### src/inc/ubd_map.svh
// ubd_map.svh: offsets, field positions and codes for the descriptor engine.
// assumes a 10-bit local packet RAM address and 8-bit descriptor bytes.
`ifndef UBD_MAP_SVH
`define UBD_MAP_SVH
// ----------------------------------------------------------------------
// descriptor layout
// ----------------------------------------------------------------------
`define UBD_DSC_BYTES   10'h003
`define UBD_DSC_CTRL    10'h000
`define UBD_DSC_CNT     10'h001
`define UBD_DSC_BASE    10'h002
`define UBD_OWN_BIT     7
`define UBD_TGL_BIT     6
`define UBD_PID_HI      5
`define UBD_PID_LO      2
`define UBD_SYNC_BIT    3
`define UBD_STALL_BIT   2
`define UBD_ALIGN_BITS  4'h0
`define UBD_IDX_EP0_OUT 4'h1
`define UBD_IDX_EP5     4'h6
`define UBD_IDX_EP6     4'h8
`define UBD_EP5         4'h5
`define UBD_EP6         4'h6
`define UBD_PID_OUT     4'h1
`define UBD_PID_IN      4'h9
`define UBD_PID_SETUP   4'hD
`define UBD_MAX_PKT     8'h40
// ----------------------------------------------------------------------
// register map (byte addresses) and bit positions
// ----------------------------------------------------------------------
`define UBD_REG_CTRL    8'h00
`define UBD_REG_INTEN   8'h04
`define UBD_REG_ERREN   8'h08
`define UBD_REG_INTST   8'h0C
`define UBD_REG_ERRST   8'h10
`define UBD_REG_TOKST   8'h14
`define UBD_REG_MAXPKT  8'h18
`define UBD_BIT_DONE    0
`define UBD_BIT_ERR     1
`define UBD_BIT_BTO     0
`define UBD_BIT_BUFERR  1
`define UBD_RESP_OKAY   2'h0
`define UBD_RESP_DECERR 2'h3
`endif

### src/inc/ubd_pkg.sv
// ubd_pkg: types shared by the descriptor engine and its surroundings.
// assumes the serial engine shares the engine clock.
package ubd_pkg;
    typedef struct packed {
        logic [3:0] pid;
        logic [3:0] ep;
        logic       odd;
        logic       iso;
    } ubd_tok_s;

    typedef enum logic [1:0] {
        UBD_HS_NONE,
        UBD_HS_ACK,
        UBD_HS_NAK,
        UBD_HS_STALL
    } ubd_hs_e;

    typedef enum logic [3:0] {
        S_IDLE, S_FETCH, S_FWAIT, S_CHECK, S_RX, S_RXEND,
        S_TX, S_TXRD, S_TXWT, S_TXOUT, S_TXACK, S_WB
    } ubd_state_e;
endpackage

### src/logic/ubd_engine.sv
// ubd_engine: descriptor fetch, data move and write-back for one token at a time.
// assumes a same-clock serial engine, a granted RAM port with read data one
// cycle after grant, and firmware on AXI4-Lite.
`timescale 1ns/100ps
`include "ubd_map.svh"

module ubd_engine #(
    parameter int AW = 8
) (
    input  wire logic             i_clk,
    input  wire logic             i_reset_n,
    input  wire logic             i_tok_valid,
    input  wire ubd_pkg::ubd_tok_s i_tok,
    input  wire logic             i_rx_valid,
    input  wire logic [7:0]       i_rx_data,
    input  wire logic             i_rx_end,
    input  wire logic             i_rx_data1,
    input  wire logic             i_tx_ready,
    input  wire logic             i_tx_acked,
    input  wire logic             i_tx_timeout,
    output logic                  o_tx_valid,
    output logic [7:0]            o_tx_data,
    output logic                  o_tx_data1,
    output logic                  o_tx_end,
    output logic                  o_hs_valid,
    output ubd_pkg::ubd_hs_e      o_hs,
    output logic                  o_ram_req,
    output logic                  o_ram_we,
    output logic [9:0]            o_ram_addr,
    output logic [7:0]            o_ram_wdata,
    input  wire logic             i_ram_gnt,
    input  wire logic [7:0]       i_ram_rdata,
    output logic                  o_irq,
    input  wire logic [AW-1:0]    s_axi_awaddr,
    input  wire logic             s_axi_awvalid,
    output logic                  s_axi_awready,
    input  wire logic [31:0]      s_axi_wdata,
    input  wire logic [3:0]       s_axi_wstrb,
    input  wire logic             s_axi_wvalid,
    output logic                  s_axi_wready,
    output logic [1:0]            s_axi_bresp,
    output logic                  s_axi_bvalid,
    input  wire logic             s_axi_bready,
    input  wire logic [AW-1:0]    s_axi_araddr,
    input  wire logic             s_axi_arvalid,
    output logic                  s_axi_arready,
    output logic [31:0]           s_axi_rdata,
    output logic [1:0]            s_axi_rresp,
    output logic                  s_axi_rvalid,
    input  wire logic             s_axi_rready
);
    import ubd_pkg::*;

    // ------------------------------------------------------------------
    // descriptor location
    // ------------------------------------------------------------------
    function automatic logic [9:0] dsc_addr(input ubd_tok_s t);
        logic [3:0] idx;
        idx = t.ep + 4'h1;
        if (t.ep == 4'h0)
            idx = (t.pid == `UBD_PID_IN) ? 4'h0 : `UBD_IDX_EP0_OUT;
        else if (t.ep == `UBD_EP5)
            idx = `UBD_IDX_EP5 + {3'h0, t.odd};
        else if (t.ep == `UBD_EP6)
            idx = `UBD_IDX_EP6 + {3'h0, t.odd};
        dsc_addr = 10'({6'h0, idx} * `UBD_DSC_BYTES);
    endfunction

    ubd_state_e   state_q;
    ubd_tok_s     tok_q;
    logic [9:0]   dsc_q;
    logic [1:0]   step_q;
    logic [7:0]   ctrl_q;
    logic [7:0]   cnt_q;
    logic [7:0]   base_q;
    logic [7:0]   idx_q;
    logic         ovf_q;
    logic         ev_done_q;
    logic         ev_bto_q;
    logic         ev_buf_q;
    logic         en_q;
    logic [1:0]   inten_q;
    logic [1:0]   erren_q;
    logic         done_q;
    logic [1:0]   err_q;
    logic [5:0]   tokst_q;
    logic [7:0]   maxpkt_q;
    logic [AW-1:0] awaddr_q;
    logic [31:0]  wdata_q;
    logic         wstrb0_q;
    logic         wr_go;
    logic [9:0]   buf_addr;
    logic [7:0]   max_len;
    logic [7:0]   tx_len;

    // 16-byte aligned buffer, never more than 64 bytes used
    assign buf_addr = {base_q[5:0], `UBD_ALIGN_BITS};
    assign max_len  = (maxpkt_q > `UBD_MAX_PKT) ? `UBD_MAX_PKT : maxpkt_q;
    assign tx_len   = (cnt_q > max_len) ? max_len : cnt_q;
    assign wr_go    = !s_axi_awready && !s_axi_wready && !s_axi_bvalid;

    // ------------------------------------------------------------------
    // transfer engine and RAM port
    // ------------------------------------------------------------------
    always_ff @(posedge i_clk) begin
        ev_done_q  <= 1'b0;
        ev_bto_q   <= 1'b0;
        ev_buf_q   <= 1'b0;
        o_hs_valid <= 1'b0;
        o_tx_end   <= 1'b0;
        if (!i_reset_n) begin
            state_q     <= S_IDLE;
            tok_q       <= '0;
            dsc_q       <= 10'h000;
            step_q      <= 2'h0;
            ctrl_q      <= 8'h00;
            cnt_q       <= 8'h00;
            base_q      <= 8'h00;
            idx_q       <= 8'h00;
            ovf_q       <= 1'b0;
            o_hs        <= UBD_HS_NONE;
            o_tx_valid  <= 1'b0;
            o_tx_data   <= 8'h00;
            o_tx_data1  <= 1'b0;
            o_ram_req   <= 1'b0;
            o_ram_we    <= 1'b0;
            o_ram_addr  <= 10'h000;
            o_ram_wdata <= 8'h00;
        end else begin
            unique case (state_q)
                S_IDLE: if (i_tok_valid && en_q) begin
                    tok_q      <= i_tok;
                    dsc_q      <= dsc_addr(i_tok);
                    o_ram_addr <= dsc_addr(i_tok);
                    o_ram_req  <= 1'b1;
                    o_ram_we   <= 1'b0;
                    step_q     <= 2'h0;
                    idx_q      <= 8'h00;
                    ovf_q      <= 1'b0;
                    state_q    <= S_FETCH;
                end
                S_FETCH: if (i_ram_gnt) begin
                    o_ram_req <= 1'b0;
                    state_q   <= S_FWAIT;
                end
                S_FWAIT: begin
                    unique case (step_q)
                        2'h0: ctrl_q <= i_ram_rdata;
                        2'h1: cnt_q  <= i_ram_rdata;
                        2'h2: base_q <= i_ram_rdata;
                        default: ;
                    endcase
                    if (step_q == 2'h2) begin
                        state_q <= S_CHECK;
                    end else begin
                        step_q     <= step_q + 2'h1;
                        o_ram_addr <= dsc_q + {8'h0, step_q + 2'h1};
                        o_ram_req  <= 1'b1;
                        state_q    <= S_FETCH;
                    end
                end
                S_CHECK: begin
                    o_tx_data1 <= ctrl_q[`UBD_TGL_BIT];
                    if (!ctrl_q[`UBD_OWN_BIT]) begin
                        o_hs_valid <= 1'b1;
                        o_hs       <= UBD_HS_NAK;
                        state_q    <= S_IDLE;
                    end else if (ctrl_q[`UBD_STALL_BIT]) begin
                        o_hs_valid <= 1'b1;
                        o_hs       <= UBD_HS_STALL;
                        state_q    <= S_IDLE;
                    end else if (tok_q.pid == `UBD_PID_IN) begin
                        state_q <= S_TX;
                    end else begin
                        state_q <= S_RX;
                    end
                end
                S_RX: begin
                    if (o_ram_req && i_ram_gnt)
                        o_ram_req <= 1'b0;
                    if (i_rx_valid) begin
                        if (o_ram_req && !i_ram_gnt) begin
                            ovf_q <= 1'b1;
                        end else if (idx_q < max_len) begin
                            o_ram_req   <= 1'b1;
                            o_ram_we    <= 1'b1;
                            o_ram_addr  <= buf_addr + {2'h0, idx_q};
                            o_ram_wdata <= i_rx_data;
                        end
                        if (idx_q != 8'hFF)
                            idx_q <= idx_q + 8'h01;
                    end
                    if (i_rx_end)
                        state_q <= S_RXEND;
                end
                S_RXEND: if (o_ram_req && !i_ram_gnt) begin
                    state_q <= S_RXEND;
                end else begin
                    o_ram_req  <= 1'b0;
                    o_hs_valid <= 1'b1;
                    if (ovf_q) begin
                        // a retry is expected, so the descriptor stays as it was
                        o_hs     <= tok_q.iso ? UBD_HS_NONE : UBD_HS_NAK;
                        ev_bto_q <= 1'b1;
                        state_q  <= S_IDLE;
                    end else if (ctrl_q[`UBD_SYNC_BIT] && !tok_q.iso &&
                                 i_rx_data1 != ctrl_q[`UBD_TGL_BIT]) begin
                        // repeated packet: acknowledge and drop
                        o_hs    <= UBD_HS_ACK;
                        state_q <= S_IDLE;
                    end else begin
                        o_hs     <= tok_q.iso ? UBD_HS_NONE : UBD_HS_ACK;
                        ev_buf_q <= idx_q > max_len;
                        cnt_q    <= (idx_q > max_len) ? max_len : idx_q;
                        step_q   <= 2'h0;
                        state_q  <= S_WB;
                    end
                end
                S_TX: if (idx_q == tx_len) begin
                    o_tx_end <= 1'b1;
                    state_q  <= S_TXACK;
                end else begin
                    o_ram_req  <= 1'b1;
                    o_ram_we   <= 1'b0;
                    o_ram_addr <= buf_addr + {2'h0, idx_q};
                    state_q    <= S_TXRD;
                end
                S_TXRD: if (i_ram_gnt) begin
                    o_ram_req <= 1'b0;
                    state_q   <= S_TXWT;
                end
                S_TXWT: begin
                    o_tx_valid <= 1'b1;
                    o_tx_data  <= i_ram_rdata;
                    state_q    <= S_TXOUT;
                end
                S_TXOUT: if (i_tx_ready) begin
                    o_tx_valid <= 1'b0;
                    idx_q      <= idx_q + 8'h01;
                    state_q    <= S_TX;
                end
                S_TXACK: if (i_tx_acked) begin
                    step_q  <= 2'h0;
                    state_q <= S_WB;
                end else if (i_tx_timeout) begin
                    state_q <= S_IDLE;
                end
                S_WB: begin
                    // count first, control byte last, so the holder flag drops last
                    o_ram_we <= 1'b1;
                    if (!o_ram_req) begin
                        o_ram_req <= 1'b1;
                        if (step_q == 2'h0) begin
                            o_ram_addr  <= dsc_q + `UBD_DSC_CNT;
                            o_ram_wdata <= cnt_q;
                        end else begin
                            o_ram_addr  <= dsc_q + `UBD_DSC_CTRL;
                            o_ram_wdata <= {1'b0, ctrl_q[`UBD_TGL_BIT], tok_q.pid,
                                            2'h0};
                        end
                    end else if (i_ram_gnt) begin
                        o_ram_req <= 1'b0;
                        step_q    <= step_q + 2'h1;
                        if (step_q == 2'h1) begin
                            ev_done_q <= 1'b1;
                            state_q   <= S_IDLE;
                        end
                    end
                end
                default: state_q <= S_IDLE;
            endcase
        end
    end

    // ------------------------------------------------------------------
    // AXI4-Lite slave
    // ------------------------------------------------------------------
    always_ff @(posedge i_clk) begin
        if (!i_reset_n) begin
            s_axi_awready <= 1'b1;
            s_axi_wready  <= 1'b1;
            s_axi_bvalid  <= 1'b0;
            s_axi_bresp   <= `UBD_RESP_OKAY;
            awaddr_q      <= '0;
            wdata_q       <= 32'h0000_0000;
            wstrb0_q      <= 1'b0;
        end else begin
            if (s_axi_awvalid && s_axi_awready) begin
                awaddr_q      <= s_axi_awaddr;
                s_axi_awready <= 1'b0;
            end
            if (s_axi_wvalid && s_axi_wready) begin
                wdata_q      <= s_axi_wdata;
                wstrb0_q     <= s_axi_wstrb[0];
                s_axi_wready <= 1'b0;
            end
            if (wr_go) begin
                s_axi_bvalid <= 1'b1;
                s_axi_bresp  <= (awaddr_q > `UBD_REG_MAXPKT || awaddr_q[1:0] != 2'h0)
                                ? `UBD_RESP_DECERR : `UBD_RESP_OKAY;
            end
            if (s_axi_bvalid && s_axi_bready) begin
                s_axi_bvalid  <= 1'b0;
                s_axi_awready <= 1'b1;
                s_axi_wready  <= 1'b1;
            end
        end
    end

    always_ff @(posedge i_clk) begin
        if (!i_reset_n) begin
            s_axi_arready <= 1'b1;
            s_axi_rvalid  <= 1'b0;
            s_axi_rdata   <= 32'h0000_0000;
            s_axi_rresp   <= `UBD_RESP_OKAY;
        end else if (s_axi_arvalid && s_axi_arready) begin
            s_axi_arready <= 1'b0;
            s_axi_rvalid  <= 1'b1;
            s_axi_rresp   <= `UBD_RESP_OKAY;
            unique case (s_axi_araddr)
                `UBD_REG_CTRL:   s_axi_rdata <= {31'h0, en_q};
                `UBD_REG_INTEN:  s_axi_rdata <= {30'h0, inten_q};
                `UBD_REG_ERREN:  s_axi_rdata <= {30'h0, erren_q};
                `UBD_REG_INTST:  s_axi_rdata <= {30'h0, |err_q, done_q};
                `UBD_REG_ERRST:  s_axi_rdata <= {30'h0, err_q};
                `UBD_REG_TOKST:  s_axi_rdata <= {26'h0, tokst_q};
                `UBD_REG_MAXPKT: s_axi_rdata <= {24'h0, maxpkt_q};
                default: begin
                    s_axi_rdata <= 32'h0000_0000;
                    s_axi_rresp <= `UBD_RESP_DECERR;
                end
            endcase
        end else if (s_axi_rvalid && s_axi_rready) begin
            s_axi_rvalid  <= 1'b0;
            s_axi_arready <= 1'b1;
        end
    end

    // ------------------------------------------------------------------
    // control and status registers
    // ------------------------------------------------------------------
    always_ff @(posedge i_clk) begin
        if (!i_reset_n) begin
            en_q     <= 1'b0;
            inten_q  <= 2'h0;
            erren_q  <= 2'h0;
            maxpkt_q <= `UBD_MAX_PKT;
        end else if (wr_go && wstrb0_q) begin
            unique case (awaddr_q)
                `UBD_REG_CTRL:   en_q     <= wdata_q[0];
                `UBD_REG_INTEN:  inten_q  <= wdata_q[1:0];
                `UBD_REG_ERREN:  erren_q  <= wdata_q[1:0];
                `UBD_REG_MAXPKT: maxpkt_q <= wdata_q[7:0];
                default: ;
            endcase
        end
    end

    // sticky flags: write one to clear, a new event in the same cycle wins
    always_ff @(posedge i_clk) begin
        if (!i_reset_n) begin
            done_q  <= 1'b0;
            err_q   <= 2'h0;
            tokst_q <= 6'h00;
            o_irq   <= 1'b0;
        end else begin
            if (wr_go && wstrb0_q && awaddr_q == `UBD_REG_INTST && wdata_q[`UBD_BIT_DONE])
                done_q <= 1'b0;
            if (wr_go && wstrb0_q && awaddr_q == `UBD_REG_ERRST)
                err_q <= err_q & ~wdata_q[1:0];
            if (ev_done_q) begin
                done_q  <= 1'b1;
                tokst_q <= {tok_q.ep, tok_q.pid != `UBD_PID_IN, tok_q.odd};
            end
            if (ev_bto_q && erren_q[`UBD_BIT_BTO])
                err_q[`UBD_BIT_BTO] <= 1'b1;
            if (ev_buf_q && erren_q[`UBD_BIT_BUFERR])
                err_q[`UBD_BIT_BUFERR] <= 1'b1;
            o_irq <= (done_q & inten_q[`UBD_BIT_DONE]) |
                     ((|err_q) & inten_q[`UBD_BIT_ERR]);
        end
    end

    // ------------------------------------------------------------------
    // checks
    // ------------------------------------------------------------------
    logic wb_ctrl;
    assign wb_ctrl = state_q == S_WB && o_ram_req && step_q == 2'h1;
endmodule

### config.mk
export PLATFORM = sky130hd
export DESIGN_NAME = ubd_engine
export DESIGN_NICKNAME = d
export VERILOG_FILES = /design/src/inc/ubd_pkg.sv /design/src/logic/ubd_engine.sv
export VERILOG_INCLUDE_DIRS = /design/src /design/src/inc
export SDC_FILE = /design/constraint.sdc
export NUM_CORES = 1
export LEC_CHECK = 0
export BUFFER_PORTS_ARGS = -buffer_cell sky130_fd_sc_hd__clkbuf_2
export CORE_ASPECT_RATIO = 1.1
export CORE_MARGIN = 2
export CORE_UTILIZATION = 50
export DETAILED_ROUTE_END_ITERATION = 10
export GPL_ROUTABILITY_DRIVEN = 0
export PLACE_DENSITY = 0.83
export SLEW_MARGIN = 20
export SYNTH_ARGS = -nofsm -noshare
export SYNTH_HDL_FRONTEND = slang
export SYNTH_SLANG_ARGS = --single-unit
### constraint.sdc
create_clock -name i_clk -period 3.43 [get_ports i_clk]
set_input_delay 0.343 -clock i_clk [delete_from_list [all_inputs] [get_ports i_clk]]
set_output_delay 0.343 -clock i_clk [all_outputs]
set_load 0.03 [all_outputs]
==> results of run 1 <==
==> cell usage after synthesis (11+ instances only) <==
cell type,n
nand4_1,11
ha_1,32
dfxtp_1,141
inv_1,32
nor2_1,86
a21boi_0,14
mux2i_1,46
clkbuf_1,41
nor3_1,11
nand3_1,54
a21oi_1,84
xor2_1,11
nand2_1,133
xnor2_1,11
o21ai_0,36
and3_1,11
nor2b_1,17
buf_4,26
==> worst max-delay path by stage <==
stage | startpoint | endpoint | depth (start not counted)
floorplan | maxpkt_q[6] | o_ram_addr[1] | 13
global placement | maxpkt_q[6] | o_ram_addr[5] | 11
detailed placement | maxpkt_q[6] | o_ram_addr[6] | 11
CTS | maxpkt_q[6] | o_ram_addr[5] | 11
global route | maxpkt_q[6] | o_ram_addr[6] | 11
finish | maxpkt_q[6] | o_ram_addr[6] | 11
==> cells by family after synthesis <==
logic type | after synthesis | synth area share (%)
AND/OR/NAND/NOR | 369 | 22.5
AO/OA/AOI/OAI | 241 | 20.1
flip-flops | 141 | 35.8
buffers and inverters | 115 | 6.94
multiplexers | 49 | 6.27
adder cells (fa/ha/maj) | 35 | 5.85
XOR/XNOR | 22 | 2.45
other | 2 | 0.0953
==> final cells by class <==
type                            instances  area share [%]
Sequential cell                       141            31.0
Clock buffer                           27            5.63
Clock inverter                          1           0.329
Inverter                               33            1.36
Multi-Input combinational cell        742            50.5
Timing Repair Buffer                  142            8.48
Tap cell                              200            2.74
==> stage by stage <==
step / setup slack, ns / instances / power (mW) / util, % / hold slack (ns)
final: 0.275 / 1286 / 3.99 / 58.6 / 0.142
after global routing: 0.0732 / 1286 / 4.12 / 58.6 / 0.152
after CTS: 0.127 / 1286 / 3.99 / 58.6 / 0.129
after detailed placement: 0.188 / 1258 / 2.28 / 55.1 / 0.445
after global placement: 0.244 / 1258 / 2.28 / 55.1 / 0.439
after floorplan: 0.428 / 998 / 2.15 / - / 0.432
==> where the power goes <==
part           internal (mW)  switching, mW
Clock                   1.08          0.646
Sequential              1.68         0.0517
Combinational          0.177          0.353
==> worst register-to-register path, cell delays in order (launching register included) <==
cell,delay (ns)
dfxtp_1,0.34
nor2_4,0.24
nand2_1,0.18
ha_1,0.34
nand4_1,0.19
nor2b_1,0.29
o21ai_4,0.12
a221oi_1,0.32
o21a_2,0.22
nand4_1,0.21
and2_2,0.38
o211a_1,0.23
==> flip-flops by register name, indices dropped and copies added, names as in the netlist, 6 cells and up <==
signal	flops
idx_q	8
maxpkt_q	8
dsc_q	6
tok_q	10
cnt_q	8
s_axi_rdata	8
base_q	6
tokst_q	6
o_tx_data	8
wdata_q	8
awaddr_q	8
o_ram_wdata	8
o_ram_addr	10
==> routing by layer <==
| layer | global-route usage [%] | part of all wire (%) | vias to the layer above |
|---|---|---|---|
| met3 | 5.51 | 8.0 | 92 |
| met2 | 43.7 | 48 | 400 |
| met1 | 33.7 | 40 | 3579 |
| met4 | 13.9 | 4.1 | 0 |
| met5 | 0 | 0 | - |
| li1 | - | - | 3593 |
==> what timing repair did <==
| item | 4_1_cts | 5_1_grt |
|---|---|---|
| hold buffers | 0 | 0 |
| gates resized for setup | 0 | 2 |
| buffers inserted | 0 | 0 |
| setup endpoints to repair | 0 | 10 |
==> out/qor.csv, run 1 <==
stage;metric;value;unit
status;run_status;finished, final reports clean;
placed_design;dp_hpwl;16.0;mm
pwr;ir_drop;0.303;mV
sta;fmax;317;MHz
die;core_area;15600;um^2
grt;overflow;0;
cells_and_area;design_area;9120;um^2
synthesis;netlist_area;7880;um^2
detailed_routing;ant_nets;0;
critical_path;r2r-end;o_ram_addr[6];
cts;clock_sinks;141;
cts;cts_tree;built;
sta;min_period_over_period;92.0;%
grt;grt_pass1_wl;35.1;mm
synthesis;yosys.area.top_type;dfxtp_1;
die;std_cell_rows;48;
critical_path;worst-endpoint-required;3.75;ns
cts;cts_buffers;17;
pwr;pwr_density_cell;438;nW/um^2
detailed_routing;firstDrtPassIters;5;
cells_and_area;layout-drive-gt1-share;17.6;%
synthesis;synthFlopType;dfxtp_1;
critical_path;critPathCaptureType;register;
die;io_pins;169;
critical_path;crit_top_cell;nand4_1;
cts;cts_max_level;4;
worst_hold_path;hold_path.class;in -> reg;
synthesis;syn_avg_cell_area;8.09;um^2
synthesis;ys_seq_elements;141;
synthesis;ys_seq_area_share;35.8;%
placed_design;placed_area;8570;um^2
grt;grt_usage;27.0;%
critical_path;worstPathArrival;3.48;ns
synthesis;async_flop_share;0;%
critical_path;rr_worst_depth;11;
die;fp.dieH;136;um
sta;finalSetupTns;0;ns
synthesis;synth_area_leaders;dfxtp_1 36%, nand2_1 6.3%, mux2i_1 5.8%, a21oi_1 5.3%, ha_1 5.1%;
cells_and_area;multi_input_area;4600;um^2
sta;skew;0.0108;ns
cells_and_area;diodes;0;
critical_path;crit_chain;nor2_4 > nand2_1 > ha_1 > nand4_1 > nor2b_1 > o21ai_4 > a221oi_1 > o21a_2 > nand4_1 > and2_2 > o211a_1;
cts;clk_pin_slew;0.05;ns
grt;grt_max_degree;55;
detailed_routing;dr_total_vias;7664;
cts;clockBufferDepth;2;
cells_and_area;seq_area;2820;um^2
die;die_area;16800;um^2
critical_path;r2r_setup_slack;0.27;ns
grt;grt_antenna_before_repair;0;
cts;cts_root_buffer;clkbuf_16;
cells_and_area;final_cell_mix;141 x dfxtp_1, 133 x nand2_1, 117 x clkbuf_2;
sta;rsz0062_at_grt;false;
critical_path;cp-start-kind;register;
critical_path;crit_family;simple AND/OR/NAND/NOR gates;
flow_run;maxCapViolCount;0;
synthesis;ys_types;76;
worst_hold_path;min_from;i_tok[0];
critical_path;critPathMaxStageDelay;0.38;ns
synthesis;synth_top_cell_area_share;35.8;%
worst_hold_path;min_path_cells;3;
sta;post-route-min-period;3.16;ns
synthesis;netlist_instances;974;
worst_hold_path;min_to;tok_q[0];
critical_path;slowest_stage;and2_2;
critical_path;cp_max_fo;11;
pwr;power.leakage;3.88;nW
cts;clk_latency;0.43;ns
synthesis;ys_warn_count;0;
detailed_routing;wl_per_cell;17.4;um
detailed_routing;drc;0;
detailed_routing;vias_per_cell;5.96;
cells_and_area;fin_nets;1205;
die;start_util;50.6;%
sta;setup_viol;0;
cells_and_area;syn_to_final_growth;15.7;%
cells_and_area;fillers;1356;
synthesis;synth-edff-count;0;
critical_path;timing.critical_path.buf_inv;0;
sta;slew_violations;0;
cells_and_area;final_common_cell;dfxtp_1;
sta;slew_headroom;26.9;%
sta;tightest_slew;1.08;ns
critical_path;critPathKind;reg -> reg;
detailed_routing;totalWireLength;22.4;mm
die;dieWidth;124;um
sta;hold_viol_final;0;
critical_path;reg2reg_from;maxpkt_q[6];
grt;grt_pass1_vias;7110;
detailed_routing;detail_route.iter0.violations;694;
placed_design;io_buffers;117;
No activity file was read; power rests on OpenSTA's default activity.
==> run 2: changes to the inputs <==
--- a/config.mk
+++ b/config.mk
@@ -6,13 +6,14 @@
 export SDC_FILE = /design/constraint.sdc
 export NUM_CORES = 1
 export LEC_CHECK = 0
+export ABC_AREA = 1
 export BUFFER_PORTS_ARGS = -buffer_cell sky130_fd_sc_hd__clkbuf_2
 export CORE_ASPECT_RATIO = 1.1
 export CORE_MARGIN = 2
-export CORE_UTILIZATION = 50
+export CORE_UTILIZATION = 45
 export DETAILED_ROUTE_END_ITERATION = 10
 export GPL_ROUTABILITY_DRIVEN = 0
-export PLACE_DENSITY = 0.83
+export PLACE_DENSITY = 0.77
 export SLEW_MARGIN = 20
 export SYNTH_ARGS = -nofsm -noshare
 export SYNTH_HDL_FRONTEND = slang
==> out/qor.csv, run 2 <==
stage;metric;value;unit;change
cts;post_cts_resized;0;;unchanged
worst_hold_path;hold_path.class;in -> reg;;
detailed_routing;vias_per_cell;5.32;;-11%
sta;post-route-min-period;3.12;ns;-0.0346 ns
detailed_routing;detail_route.iter0.violations;530;;-24%
pwr;pwr_density_cell;454;nW/um^2;+3.7%
sta;finalSetupTns;0;ns;unchanged
cts;clock_sinks;141;;unchanged
cells_and_area;fin_nets;1356;;+13%
critical_path;rr_worst_depth;23;;+12
critical_path;critPathCaptureType;register;;
cts;cts_max_level;4;;unchanged
cells_and_area;final_common_cell;nand2_1;;
die;fp.dieH;142;um;+4.4%
cells_and_area;diodes;0;;unchanged
grt;grt_antenna_before_repair;0;;unchanged
cts;clk_latency;0.44;ns;about the same
critical_path;critPathKind;reg -> reg;;
cells_and_area;top_regs;o_ram_addr x10, tok_q x10;;
pwr;ir_drop;0.374;mV;+23%
sta;skew;0.0106;ns;-0.000254 ns
critical_path;cp_max_fo;9;;-2
sta;min_period_over_period;91.0;%;-1.0 points
grt;overflow;0;;unchanged
placed_design;placed_cells;1443;;+15%
synthesis;yosys.area.top_type;dfxtp_1;;
sta;tightest_slew;0.886;ns;-0.196 ns
worst_hold_path;min_path_cells;3;;unchanged
cts;ctsHoldBuffers;0;;unchanged
sta;fmax;320;MHz;+1.1%
synthesis;synthFlopType;dfxtp_1;;
die;dieWidth;129;um;+4.4%
cells_and_area;syn_to_final_growth;17.9;%;
detailed_routing;totalWireLength;22.1;mm;-1.2%
status;run_status;finished, final reports clean;;
synthesis;ys_types;49;;-36%
synthesis;ys_seq_area_share;36.4;%;+0.57 points
placed_design;pre_cts_ws;0.218;ns;+0.0294 ns
cells_and_area;layout-drive-gt1-share;16.3;%;-1.3 points
placed_design;io_buffers;117;;unchanged
die;die_area;18300;um^2;+9.1%
detailed_routing;wl_per_cell;15.0;um;-14%
synthesis;netlist_area;7750;um^2;-1.6%
grt;grt_max_degree;97;;+76%
synthesis;ys_warn_count;0;;unchanged
sta;setup_viol;0;;unchanged
worst_hold_path;min_to;tok_q[9];;
sta;slew_violations;0;;unchanged
detailed_routing;firstDrtPassIters;6;;+1
critical_path;r2r-end;o_ram_addr[6];;
die;std_cell_rows;50;;+4.2%
synthesis;async_flop_share;0;%;unchanged
cts;clk_pin_slew;0.06;ns;about the same
sta;fin_ws;0.309;ns;+0.0346 ns
die;start_util;45.7;%;-4.9 points
grt;grt_usage;24.6;%;-2.3 points
grt;grt_pass1_vias;7334;;+3.2%
cts;cts_buffers;17;;unchanged
critical_path;r2r_setup_slack;0.31;ns;+0.03 ns
critical_path;cp-start-kind;register;;
cts;clockBufferDepth;2;;unchanged
placed_design;dp_hpwl;16.4;mm;+2.5%
detailed_routing;drc;0;;unchanged
cts;cts_tree;built;;
cells_and_area;final_cell_count_no_fill;1475;;+15%
sta;holdWs;0.161;ns;+0.0181 ns
synthesis;yosysMostFrequentCell;nand2_1;;
pwr;power.leakage;4.05;nW;+4.3%
synthesis;synth_top_cell_area_share;36.4;%;+0.57 points
pwr;total_power;4.15;mW;+3.9%
sta;hold_viol_final;0;;unchanged
synthesis;synth-edff-count;0;;unchanged
cts;cts_root_buffer;clkbuf_16;;
detailed_routing;dr_total_vias;7843;;+2.3%
synthesis;synth_area_leaders;dfxtp_1 36%, nand2_1 8.5%, o21ai_0 7.6%, nor2_1 6.9%, a21oi_1 6.3%;;
flow_run;maxCapViolCount;0;;unchanged
worst_hold_path;min_from;i_tok[9];;
sta;rsz0062_at_grt;false;;
die;io_pins;169;;unchanged
die;core_area;17000;um^2;+9.0%
detailed_routing;ant_nets;0;;unchanged
cells_and_area;final_cell_mix;176 x nand2_1, 142 x nor2_1, 141 x dfxtp_1;;
critical_path;worstPathArrival;3.45;ns;-0.03 ns
synthesis;ys_top_cells_by_count;176 x nand2_1, 142 x nor2_1, 141 x dfxtp_1, 122 x inv_1, 117 x o21ai_0;;
cts;post_cts_buffers;0;;unchanged
grt;grt_pass1_wl;35.6;mm;+1.5%
synthesis;netlist_instances;1116;;+15%
critical_path;reg2reg_from;maxpkt_q[6];;
critical_path;worst-endpoint-required;3.76;ns;about the same
synthesis;ys_seq_elements;141;;unchanged
sta;slew_headroom;40.4;%;+14 points
synthesis;syn_avg_cell_area;6.95;um^2;-14%
-- run 2: cell count changes in the layout (fill, tap and decap cells not counted), sizes merged, moves of 12 or more --
cell    previous run  this run
inv               33       137
o21ai             40       122
nor2              88       156
nand2            133       183
mux2i             46         0
nor2b             18         0
nand3             54        71
a21boi            15         0
buf               25        12
nor3              11        23
-- run 2: worst max path at each step --
stage          slack, ns              to  depth (start not counted)         from
2_1_floorplan       0.85   o_ram_addr[0]                         24  maxpkt_q[6]
3_3_place_gp        0.25   o_ram_addr[0]                         23  maxpkt_q[6]
3_5_place_dp        0.22   o_ram_addr[6]                         23  maxpkt_q[6]
4_1_cts             0.21   o_ram_addr[6]                         21  maxpkt_q[6]
5_1_grt             0.02  o_ram_wdata[3]                         15  maxpkt_q[6]
6_report            0.31   o_ram_addr[6]                         23  maxpkt_q[6]
-- run 2: logic make-up (layout without fill, tap and decap cells) --
| kind of cell | Yosys count | count (layout) | share of synthesized area, % |
|---|---|---|---|
| DFF | 141 | 141 | 36.4 |
| AOI/OAI and AO/OA | 275 | 275 | 19.5 |
| xor gates and xnor gates | 7 | 7 | 0.791 |
| buffers and inverters | 198 | 299 | 11.1 |
| adders and majority gates | 35 | 35 | 5.94 |
| and+or+nand+nor | 458 | 458 | 26.1 |
| other | 2 | 26 | 0.0969 |
-- run 2: worst max-delay path, cell delays in order, from the launching register on --
cell and delay [ns]:
dfxtp_1 0.38, nor2_4 0.18, inv_1 0.12, o21ai_1 0.14
nand2_1 0.17, ha_1 0.35, nand2_1 0.06, nand2_1 0.05
nand2_1 0.04, nand2_1 0.05, nand2_1 0.06, nand2_2 0.16
buf_4 0.17, nand3_1 0.09, nand2_1 0.08, nand2_1 0.05
nand2_1 0.05, nand2_1 0.08, nor2_4 0.16, nand3_4 0.14
nand2_2 0.12, clkinv_2 0.12, nor2_1 0.12, nor2_1 0.04
-- run 2: metal layers --
metal	GRT usage, %	up-vias	routed length [um]
li1	-	3911	-
met1	29.1	3555	8980
met2	41.7	306	10700
met3	4.86	71	1460
met4	13.6	0	967
met5	0	-	0
-- run 2: final cells by class --
class                      instances  area [um^2]
clock buffer                      20          457
clock inverter                    12          185
fill                            1638         7820
inverter                         138          519
multi-input combinational        801         4170
sequential                       141         2820
tap                              234          293
timing repair buffer             129          688
-- run 2: report_power, final --
group / internal (mW) / switching (mW)
Clock: 1.26 / 0.744
Sequential: 1.68 / 0.0295
Combinational: 0.129 / 0.298
-- run 2: metrics by stage --
stage          cell area, um^2  utilization, %
6_report                  9140            53.9
4_1_cts                   9120            53.8
5_1_grt                   9140            53.9
3_3_place_gp              8480            50.0
2_1_floorplan             7840               -
3_5_place_dp              8480            50.0
